===== config.mk =====
export PLATFORM = sky130hd
export DESIGN_NAME = pin_output_source_mux
export DESIGN_NICKNAME = d
export VERILOG_FILES = /design/src/shared/pin_mux_pkg.sv /design/src/hw/pin_source_select.sv /design/src/hw/pin_output_source_mux.sv
export SDC_FILE = /design/constraint.sdc
export NUM_CORES = 1
export LEC_CHECK = 0
export BUFFER_PORTS_ARGS = -buffer_cell sky130_fd_sc_hd__buf_4
export CORE_ASPECT_RATIO = 0.7
export CORE_MARGIN = 1.5
export CORE_UTILIZATION = 55
export DETAILED_ROUTE_END_ITERATION = 10
export PLACE_DENSITY = 0.86
export SETUP_SLACK_MARGIN = 0.3
export SLEW_MARGIN = 15
export SYNTH_ARGS = -nofsm -noshare
export SYNTH_HDL_FRONTEND = slang
export SYNTH_SLANG_ARGS = --single-unit

===== constraint.sdc =====
create_clock -name core_clk -period 3.2 [get_ports core_clk]
set_input_delay 0.16 -clock core_clk [delete_from_list [all_inputs] [get_ports core_clk]]
set_output_delay 0.16 -clock core_clk [all_outputs]
set_load 0.05 [all_outputs]

===== src/shared/pin_mux_pkg.sv =====
/*
 * constants, field layouts and signal bundles for the pin output
 * source multiplexer; assumes one register clock and an 8-bit
 * register port with byte offsets.
 */
package pin_mux_pkg;

    // register offsets
    localparam logic [7:0] PIN6_CTL_OFFSET = 8'h16;
    localparam logic [7:0] PIN7_CTL_OFFSET = 8'h17;
    localparam logic [7:0] PIN_STATUS_OFFSET = 8'h1e;
    localparam logic [7:0] LEVEL_MODE_OFFSET = 8'h1f;

    // values after reset
    localparam logic [7:0] PIN_CTL_RESET = 8'h00;
    localparam logic [1:0] LEVEL_MODE_RESET = 2'h0;

    // field positions inside a control byte
    localparam int DRIVE_ON_BIT = 0;
    localparam int LEVEL_BIT = 1;
    localparam int ORIGIN_LSB = 2;
    localparam int CHOICE_LSB = 5;

    // origin codes
    localparam logic [2:0] ORIGIN_STATUS = 3'h4;
    localparam logic [2:0] ORIGIN_RESERVED = 3'h5;

    // choice codes, rx origin
    localparam logic [2:0] RX_LOCK = 3'h4;
    localparam logic [2:0] RX_PASS = 3'h5;
    localparam logic [2:0] RX_FRAME = 3'h6;
    localparam logic [2:0] RX_LINE = 3'h7;

    // choice codes, status origin
    localparam logic [2:0] ST_OR_LOCK = 3'h1;
    localparam logic [2:0] ST_AND_LOCK = 3'h2;
    localparam logic [2:0] ST_AND_PASS = 3'h3;
    localparam logic [2:0] ST_SYNC = 3'h4;

    // choice codes, tx origin
    localparam logic [2:0] TX_AND_PASS = 3'h0;
    localparam logic [2:0] TX_OR_PASS = 3'h1;
    localparam logic [2:0] TX_FRAME = 3'h2;
    localparam logic [2:0] TX_LINE = 3'h3;
    localparam logic [2:0] TX_SYNCED = 3'h4;
    localparam logic [2:0] TX_IRQ = 3'h5;

    // one control byte, msb first
    typedef struct packed {
        logic [2:0] choice;
        logic [2:0] origin;
        logic level;
        logic drive_on;
    } pin_ctl_t;

    // signals of one receive port
    typedef struct packed {
        logic [3:0] remote;
        logic lock;
        logic pass;
        logic frame_valid;
        logic line_valid;
    } rx_port_sig_t;

    // signals of one transmit port
    typedef struct packed {
        logic [3:0] rx_map;
        logic frame_valid;
        logic line_valid;
        logic synced;
        logic irq;
    } tx_port_sig_t;

    // and over the ports that the mask keeps, low when none is kept
    function automatic logic masked_and(input logic [3:0] bits, input logic [3:0] mask);
        masked_and = (|mask) & (&(bits | ~mask));
    endfunction

    // or over the ports that the mask keeps
    function automatic logic masked_or(input logic [3:0] bits, input logic [3:0] mask);
        masked_or = |(bits & mask);
    endfunction

endpackage


===== src/hw/pin_source_select.sv =====
/*
 * combinational source picker for one general-purpose pin;
 * assumes all port signals are already on the register clock.
 */
`timescale 1ns/1ns
module pin_source_select (
    // control byte of this pin
    input wire pin_mux_pkg::pin_ctl_t ctl,
    // receive and transmit port signals
    input wire pin_mux_pkg::rx_port_sig_t [3:0] rx_ports,
    input wire pin_mux_pkg::tx_port_sig_t [1:0] tx_ports,
    input wire logic [3:0] rx_enabled,
    input wire logic frame_sync_pulse,
    // picked level
    output logic picked
);
    import pin_mux_pkg::*;

    // lock and pass gathered across ports
    logic [3:0] all_lock;
    logic [3:0] all_pass;

    always_comb begin
        for (int i = 0; i < 4; i++) begin
            all_lock[i] = rx_ports[i].lock;
            all_pass[i] = rx_ports[i].pass;
        end
    end

    // the picker; reserved codes fall to low
    always_comb begin
        rx_port_sig_t rx;
        tx_port_sig_t tx;
        rx = rx_ports[ctl.origin[1:0]];
        tx = tx_ports[ctl.origin[0]];
        picked = 1'b0;
        if (!ctl.origin[2]) begin
            if (!ctl.choice[2]) begin
                picked = rx.remote[ctl.choice[1:0]];
            end else begin
                unique case (ctl.choice)
                    RX_LOCK: picked = rx.lock;
                    RX_PASS: picked = rx.pass;
                    RX_FRAME: picked = rx.frame_valid;
                    default: picked = rx.line_valid;
                endcase
            end
        end else if (ctl.origin == ORIGIN_STATUS) begin
            unique case (ctl.choice)
                ST_OR_LOCK: picked = masked_or(all_lock, rx_enabled);
                ST_AND_LOCK: picked = masked_and(all_lock, rx_enabled);
                ST_AND_PASS: picked = masked_and(all_pass, rx_enabled);
                ST_SYNC: picked = frame_sync_pulse;
                default: picked = 1'b0;
            endcase
        end else if (ctl.origin != ORIGIN_RESERVED) begin
            unique case (ctl.choice)
                TX_AND_PASS: picked = masked_and(all_pass, tx.rx_map);
                TX_OR_PASS: picked = masked_or(all_pass, tx.rx_map);
                TX_FRAME: picked = tx.frame_valid;
                TX_LINE: picked = tx.line_valid;
                TX_SYNCED: picked = tx.synced;
                TX_IRQ: picked = tx.irq;
                default: picked = 1'b0;
            endcase
        end
    end
endmodule // pin_source_select


===== src/hw/pin_output_source_mux.sv =====
/*
 * output control for two general-purpose pins: two control
 * registers, a local-level mode register, a status register and
 * registered pin drive; assumes a single-cycle register port on the
 * same clock and port signals that are synchronous to core_clk.
 */
// Strobed register access was left to the implementer.
`timescale 1ns/1ns
module pin_output_source_mux (
    // clock and reset
    input wire logic core_clk,
    input wire logic rst_n,
    // register port
    input wire logic [7:0] reg_addr,
    input wire logic [7:0] reg_wdata,
    input wire logic reg_wr,
    input wire logic reg_rd,
    output logic [7:0] reg_rdata,
    // receive port signals
    input wire pin_mux_pkg::rx_port_sig_t [3:0] rx_ports,
    input wire logic [3:0] rx_enabled,
    input wire logic frame_sync_pulse,
    // transmit port signals
    input wire pin_mux_pkg::tx_port_sig_t [1:0] tx_ports,
    // pin six drive
    output logic pin6_out,
    output logic pin6_oe,
    // pin seven drive
    output logic pin7_out,
    output logic pin7_oe
);
    import pin_mux_pkg::*;

    // control registers for both pins
    pin_ctl_t pin6_output_control;
    pin_ctl_t pin7_output_control;
    pin_ctl_t next_pin6_ctl;
    pin_ctl_t next_pin7_ctl;

    // per pin: 1 drives the register level instead of the picked one
    logic [1:0] level_mode;
    logic [1:0] next_level_mode;

    // read data, held one cycle after the strobe only
    logic [7:0] next_rdata;

    // levels picked from the port signals
    logic pin6_picked;
    logic pin7_picked;

    // next pin drive values
    logic next_pin6_out;
    logic next_pin6_oe;
    logic next_pin7_out;
    logic next_pin7_oe;

    // register writes
    always_comb begin
        next_pin6_ctl = pin6_output_control;
        next_pin7_ctl = pin7_output_control;
        next_level_mode = level_mode;
        if (reg_wr) begin
            unique case (reg_addr)
                PIN6_CTL_OFFSET: next_pin6_ctl = pin_ctl_t'(reg_wdata);
                PIN7_CTL_OFFSET: next_pin7_ctl = pin_ctl_t'(reg_wdata);
                LEVEL_MODE_OFFSET: next_level_mode = reg_wdata[1:0];
                // unmapped writes are dropped silently
                default: next_level_mode = level_mode;
            endcase
        end
    end

    // register storage
    always_ff @(posedge core_clk or negedge rst_n) begin
        if (!rst_n) begin
            pin6_output_control <= pin_ctl_t'(PIN_CTL_RESET);
            pin7_output_control <= pin_ctl_t'(PIN_CTL_RESET);
            level_mode <= LEVEL_MODE_RESET;
        end else begin
            pin6_output_control <= next_pin6_ctl;
            pin7_output_control <= next_pin7_ctl;
            level_mode <= next_level_mode;
        end
    end

    // register reads; data stands only in the cycle after the strobe
    always_comb begin
        next_rdata = 8'h00;
        if (reg_rd) begin
            unique case (reg_addr)
                PIN6_CTL_OFFSET: next_rdata = pin6_output_control;
                PIN7_CTL_OFFSET: next_rdata = pin7_output_control;
                LEVEL_MODE_OFFSET: next_rdata = {6'h00, level_mode};
                // live drive state of both pins
                PIN_STATUS_OFFSET: next_rdata = {4'h0, pin7_oe, pin7_out, pin6_oe, pin6_out};
                // unmapped reads answer zero
                default: next_rdata = 8'h00;
            endcase
        end
    end

    // read data register
    always_ff @(posedge core_clk or negedge rst_n) begin
        if (!rst_n) begin
            reg_rdata <= 8'h00;
        end else begin
            reg_rdata <= next_rdata;
        end
    end

    // one picker per pin; the same decode serves both
    pin_source_select pick6 (
        .ctl(pin6_output_control),
        .rx_ports(rx_ports),
        .tx_ports(tx_ports),
        .rx_enabled(rx_enabled),
        .frame_sync_pulse(frame_sync_pulse),
        .picked(pin6_picked)
    );

    pin_source_select pick7 (
        .ctl(pin7_output_control),
        .rx_ports(rx_ports),
        .tx_ports(tx_ports),
        .rx_enabled(rx_enabled),
        .frame_sync_pulse(frame_sync_pulse),
        .picked(pin7_picked)
    );

    // pin drive; the level is low whenever the driver is off so a
    // disabled pin never shows a stale picked value to the pad
    always_comb begin
        next_pin6_oe = pin6_output_control.drive_on;
        next_pin7_oe = pin7_output_control.drive_on;
        next_pin6_out = pin6_output_control.drive_on &
            (level_mode[0] ? pin6_output_control.level : pin6_picked);
        next_pin7_out = pin7_output_control.drive_on &
            (level_mode[1] ? pin7_output_control.level : pin7_picked);
    end

    // drive registers; one cycle of latency buys glitch-free pins
    always_ff @(posedge core_clk or negedge rst_n) begin
        if (!rst_n) begin
            pin6_out <= 1'b0;
            pin6_oe <= 1'b0;
            pin7_out <= 1'b0;
            pin7_oe <= 1'b0;
        end else begin
            pin6_out <= next_pin6_out;
            pin6_oe <= next_pin6_oe;
            pin7_out <= next_pin7_out;
            pin7_oe <= next_pin7_oe;
        end
    end

    // helper: picked rx remote level for pin six
    logic rx6_remote;
    assign rx6_remote = rx_ports[pin6_output_control.origin[1:0]]
        .remote[pin6_output_control.choice[1:0]];

    // helpers for the checks below; short names keep the checks readable
    pin_ctl_t ctl6;
    rx_port_sig_t rx6_sel;
    tx_port_sig_t tx6_sel;
    logic [3:0] lock_all;
    logic [3:0] pass_all;
    logic pick6_mode;
    logic rx6_origin;
    logic tx6_origin;
    assign ctl6 = pin6_output_control;
    assign rx6_sel = rx_ports[ctl6.origin[1:0]];
    assign tx6_sel = tx_ports[ctl6.origin[0]];
    assign lock_all = {rx_ports[3].lock, rx_ports[2].lock, rx_ports[1].lock, rx_ports[0].lock};
    assign pass_all = {rx_ports[3].pass, rx_ports[2].pass, rx_ports[1].pass, rx_ports[0].pass};
    // the picked path only reaches the pin with the driver on and no override
    assign pick6_mode = ctl6.drive_on && !level_mode[0];
    assign rx6_origin = pick6_mode && !ctl6.origin[2];
    assign tx6_origin = pick6_mode && ctl6.origin[2:1] == 2'h3;
endmodule // pin_output_source_mux


==> results of run 1 <==
## layout make-up
| class | instances | area [sq um] |
|---|---|---|
| inverter | 8 | 30.0 |
| multi-input combinational | 180 | 1610 |
| fill | 324 | 1130 |
| sequential | 30 | 751 |
| clock buffer | 7 | 86.3 |
| tap | 55 | 68.8 |
| timing repair buffer | 86 | 648 |
| clock inverter | 1 | 5.00 |
## sequential cells by signal (all words and copies together) (netlist names)
| register | flops |
|---|---|
| ctl6 | 7 |
| level_mode | 2 |
| next_pin6_oe | 1 |
| next_pin7_oe | 1 |
| pin6_oe | 1 |
| pin6_out | 1 |
| pin7_oe | 1 |
| pin7_out | 1 |
| pin7_output_control | 7 |
| reg_rdata | 8 |
## through the flow
stage	hold slack (ns)	instances	power (mW)
after global placement	0.0959	358	0.675
after global routing	0.127	367	1.03
after detailed placement	0.103	358	0.683
final	0.130	367	0.991
after floorplan	-0.136	235	0.561
after CTS	0.124	367	0.992
## per-layer routing
metal / vias to the layer above / track usage / wire length, um
met3: 11 / 0.0655 / 627
li1: 1075 / - / -
met4: 0 / 0.0690 / 65
met1: 1155 / 0.404 / 3020
met5: - / 0 / 0
met2: 145 / 0.487 / 3270
## critical path: stages, from the launching register on
cell,delay (ns)
dfrtp_1,0.56
buf_4,0.32
mux2_2,0.38
a2111oi_0,0.42
and3_1,0.23
o311ai_1,0.10
a22oi_1,0.20
## logic make-up after synthesis
| kind of cell | Yosys count |
|---|---|
| compound gates | 42 |
| xor+xnor | 1 |
| buf+inv | 25 |
| flops | 30 |
| mux | 61 |
| simple gates | 76 |
## worst max-delay path by stage
stage | cells after the start | slack (ns) | startpoint | end
5_1_grt | 6 | 0.76 | ctl6[2] | pin6_out
6_report | 6 | 0.89 | pin7_output_control[2] | pin7_out
3_3_place_gp | 6 | 1.00 | ctl6[2] | pin6_out
3_5_place_dp | 6 | 0.88 | ctl6[2] | pin6_out
2_1_floorplan | 6 | 1.41 | pin7_output_control[2] | pin7_out
4_1_cts | 6 | 0.88 | ctl6[2] | pin6_out
## cell usage in the layout, fill, tap and decap left out, types with 2 or more instances in the layout
master	Yosys	final
mux4_1	5	5
clkbuf_8	0	6
mux4_2	11	11
nand3b_1	3	3
a21oi_1	8	8
nand4b_1	3	3
buf_4	0	85
inv_1	8	8
nor3_1	6	6
nand3_1	8	8
o22ai_1	2	2
a2111oi_0	3	3
nor2_1	9	9
o21ai_0	3	3
dfrtp_1	30	30
mux2i_1	16	16
mux2_2	28	28
a222oi_1	4	4
o211ai_1	2	2
a22oi_1	5	5
nor4b_1	2	2
nand2_1	20	20
and3_1	3	3
a31oi_1	3	3
a2bb2oi_1	2	2
o32ai_1	2	2
nand4_1	2	2
nor4_1	4	4
nor2b_1	11	11
## Yosys cell counts (5+ instances only)
library cell,instances
nand3_1,8
nor2b_1,11
nor3_1,6
a22oi_1,5
dfrtp_1,30
nor2_1,9
clkbuf_1,10
mux2_2,28
mux2i_1,16
a21oi_1,8
inv_1,8
mux4_1,5
nand2_1,20
mux4_2,11
## power by group through the flow
stage | logic [mW] | registers [mW] | clock network (mW)
floorplan | 0.146 | 0.415 | 0
global placement | 0.242 | 0.433 | 0
detailed placement | 0.249 | 0.434 | 0
CTS | 0.253 | 0.427 | 0.312
global route | 0.273 | 0.431 | 0.327
finish | 0.255 | 0.428 | 0.308
==> results.cfg, run 1 <==
[global_routing]
grt_pass1_vias = 2324
grt_usage = 0.294
overflow = 0
grt_max_degree = 31
grt_antenna_before_repair = 0
grt_pass1_wl_um = 11400

[sta]
skew_ns = 0.00554
finalHoldViolations = 0
finalSetupTns_ns = 0
fmax_mhz = 433
relSlewSlack = 0.451
finalCritPeriodShare = 0.721
fin_ws_ns = 0.893
slew_viol_final = 0
fin_crit_ns = 2.31
setup_viol = 0
tightest_slew_ns = 0.824
rsz0062_at_grt = no

[hold_path]
min_path_type = in -> reg
min_to = ctl6[3]
whs_path_depth = 2
hold_start = reg_wdata[3]

[clock_tree]
clockBufferDepth = 2
postCtsResizedCells = 0
cts_tree = yes
clockRootBuffer = clkbuf_8
cts_max_level = 2
hold_buffers = 1
cts_made_buffers = 5
cts.clk_slew.worst_paths_ns = 0.06
clk-insertion-delay-late_ns = 0.28
postCtsSetupRepairBufs = 0
clock_sinks = 30

[setup_path]
critical_path_required_ns = 3.39
reg2reg_depth = 6
end_kind = flop
crit_type = reg -> reg
crit_fanout = 14
cp_data_arrival_time_ns = 2.49
r2r_start = pin7_output_control[2]
start_kind = flop
worstReg2RegEnd = pin7_out
r2r_slack_ns = 0.89

[yosys]
synthAdderAreaFrac = 0
syn_area_sq_um = 2480
yosysTopAreaCell = dfrtp_1
synth_fp_nets = 308
yosys-top-cells-area = dfrtp_1 (30%), mux2_2 (13%), mux4_2 (10%)
yosysTopAreaCellShare = 0.303
synth.avg_cell_area_sq_um = 10.5
synth_compound_area_frac = 0.128
ys_async_sr_fraction = 1.00
synthCells = 235
synth_xor_area_frac = 0.00354
synth.distinct_cells = 46
synth_top_family_by_area = multiplexers
yosys.area_share.simple = 0.165
ys_warn_count = 0
synth.area.mux_share = 0.351
ys_seq_area_frac = 0.303
ys_ff_latch = 30
synth_edf_count = 0
ys.flop_type = dfrtp_1

[route]
drt-total-wl_um = 6980
drt-vias-per-instance = 6.50
drt_iter0_drc = 235
vias = 2386
avgRoutedWirePerCell_um = 19.0
antenna_left = 0
drcViolationCount = 0
first_pass_iters = 7

[placement]
dpl.hpwl_um = 5310
port-buffer-count = 84
post-place-ws_ns = 0.884
gp_congestion = 0.879
place_area_sq_um = 3090

[power]
power_frac_clock = 0.311
static-leakage-power_nw = 1.41
powerDensity_nw_per_um2 = 310
p_int_mw = 0.711
swShare = 0.283
power.switching_mw = 0.280
combPwrFrac = 0.257
irDropWorstVdd_uv = 218
pwr-share-seq = 0.432

[floorplanning]
die_x_um = 83.2
die_y_um = 59.1
placementRows = 20
pin_count = 85
coreArea_sq_um = 4330
dieArea_sq_um = 4920
start_util = 0.572

[run_status]
status = completed

[layout]
nets = 384
num_antenna_cells = 0
design_area_sq_um = 3190
drive_gt1_frac = 0.433
utilization = 0.738
syn_to_final_growth_pct = 29.0

[flow_run]
timing.max_cap.violations = 0
Power figures use the tool's default switching activity.
==> inputs of run 2 (changes only) <==
CORE_UTILIZATION = 51   (was 55)
PLACE_DENSITY = 0.8   (was 0.86)
clock period = 2.3 ns   (was 3.2 ns; I/O delays follow)
==> run 2 against run 1 <==
Against the previous run:
- register-to-register slack got worse by 0.53 ns
- combinational power rose by 52%
- sequential cell count did not move
- highest routed layer unchanged
- sequential share of layout area fell by 0.46 points
- count of clock-buffer cells in the layout did not move
- utilization fell by 1.1 points
- total power rose by 42%
- clock power rose by 42%
- largest cell class unchanged
- global-route usage fell by 0.70 points
- non-clock buffer count rose by 7
==> results.cfg, run 2 (same netlist as run 1, synthesis figures left out) <==
[floorplanning]
dieArea_sq_um = 5290
coreArea_sq_um = 4500
die_y_um = 61.3
die_x_um = 86.3
start_util = 0.550
placementRows = 20
pin_count = 85

[sta]
finalSetupTns_ns = 0
skew_ns = 0.00558
finalCritPeriodShare = 0.844
slew_viol_final = 0
tightest_slew_ns = 0.654
finalHoldViolations = 0
fin_crit_ns = 1.94
fmax_mhz = 515
relSlewSlack = 0.552
rsz0062_at_grt = no
fin_ws_ns = 0.359
whs_ns = 0.0774
setup_viol = 0

[setup_path]
r2r_slack_ns = 0.36
slowest_stage = dfrtp_1
worstReg2RegEnd = pin7_out
start_kind = flop
reg2reg_depth = 6
crit_type = reg -> reg
crit_fanout = 9
crit_cells = 6
worstPathCellList = buf_6 > mux2_2 > a2111oi_2 > and3_1 > o311ai_2 > a22oi_1
r2r_start = pin7_output_control[2]
critical_path_required_ns = 2.50
crit_buf_inv = 1
cpLargestDelayFamily = compound AO/OA/AOI/OAI gates
end_kind = flop
cp_slowest_stage_delay_ns = 0.39
cp_data_arrival_time_ns = 2.14

[run_status]
status = completed

[hold_path]
min_to = pin7_output_control[3]
whs_path_depth = 2
min_path_type = in -> reg
hold_start = reg_wdata[3]

[layout]
nets = 391
syn_to_final_growth_pct = 32.2
design_area_sq_um = 3270
drive_gt1_frac = 0.467
num_antenna_cells = 0
layout_commonest_cell = buf_4
final_cell_mix = buf_4 (90), mux2_2 (28), dfrtp_1 (27)
largest_register_ffs = 8
largest_register = reg_rdata

[route]
wl_met3_um = 790
avgRoutedWirePerCell_um = 19.7
vias = 2417
antenna_left = 0
wl_met2_um = 3310
first_pass_iters = 5
wl_met1_um = 3180
drt_iter0_drc = 248
top_layer = met4
drt-vias-per-instance = 6.46
drt-total-wl_um = 7360
drcViolationCount = 0

[placement]
place_area_sq_um = 3140
gp_congestion = 0.911
port-buffer-count = 84
post-place-ws_ns = 0.262
dpl.hpwl_um = 5610

[power]
irDropWorstVdd_uv = 363
power_mw = 1.41
powerDensity_nw_per_um2 = 430
static-leakage-power_nw = 1.44

[global_routing]
grt_usage = 0.287
grt_antenna_before_repair = 0
grt_max_degree = 31
grt_pass1_wl_um = 11400
overflow = 0
grt_pass1_vias = 2284

[clock_tree]
cts_tree = yes
cts_made_buffers = 5
cts_max_level = 2
clockBufferDepth = 2
cts.clk_slew.worst_paths_ns = 0.07
clk-insertion-delay-late_ns = 0.28
clockRootBuffer = clkbuf_8
clock_sinks = 30

[flow_run]
timing.max_cap.violations = 0
run 2: metal layers:
layer,GRT usage,vias up
met5,0,-
met4,0.0530,0
met3,0.0858,9
met2,0.448,163
met1,0.408,1157
li1,-,1088
run 2: through the flow:
| stage | util | std cells |
|---|---|---|
| 5_1_grt | 0.727 | 374 |
| 3_5_place_dp | 0.697 | 364 |
| 3_3_place_gp | 0.697 | 364 |
| 2_1_floorplan | - | 235 |
| 4_1_cts | 0.721 | 373 |
| 6_report | 0.727 | 374 |
run 2: worst register-to-register path: cells and delay by family (launching register included):
family	cells	cell delay, ns
buffers and inverters	1	0.17
DFF	1	0.39
and+or+nand+nor	1	0.24
AOI/OAI and AO/OA	3	0.71
muxes	1	0.37
run 2: area by class of cell:
type                            count  area, sq um
Clock inverter                      1         5.00
Multi-Input combinational cell    180         1620
Tap cell                           55         68.8
Timing Repair Buffer               93          708
Fill cell                         329         1230
Sequential cell                    30          754
Inverter                            8         30.0
Clock buffer                        7         86.3
run 2: worst max path at each step:
stage	start	endpoint	slack (ns)
after floorplan	pin7_output_control[2]	pin7_out	0.51
after global placement	ctl6[2]	pin6_out	0.30
after detailed placement	ctl6[2]	pin6_out	0.26
after CTS	pin7_output_control[2]	pin7_out	0.32
after global routing	pin7_output_control[2]	pin7_out	0.26
final	pin7_output_control[2]	pin7_out	0.36
run 2: where the power goes:
part           switching [mW]  internal (mW)
sequential             0.0389          0.546
combinational           0.172          0.215
clock                   0.195          0.241
run 2: repair_timing:
item                                   in CTS  in global routing
buffers inserted                            0                  1
hold buffers                                1                  0
endpoints found under the hold margin      30                  0
gates resized for setup                     2                  9
pin swaps                                   0                  1
cloned                                      0                  0
setup endpoints to repair                   2                  2
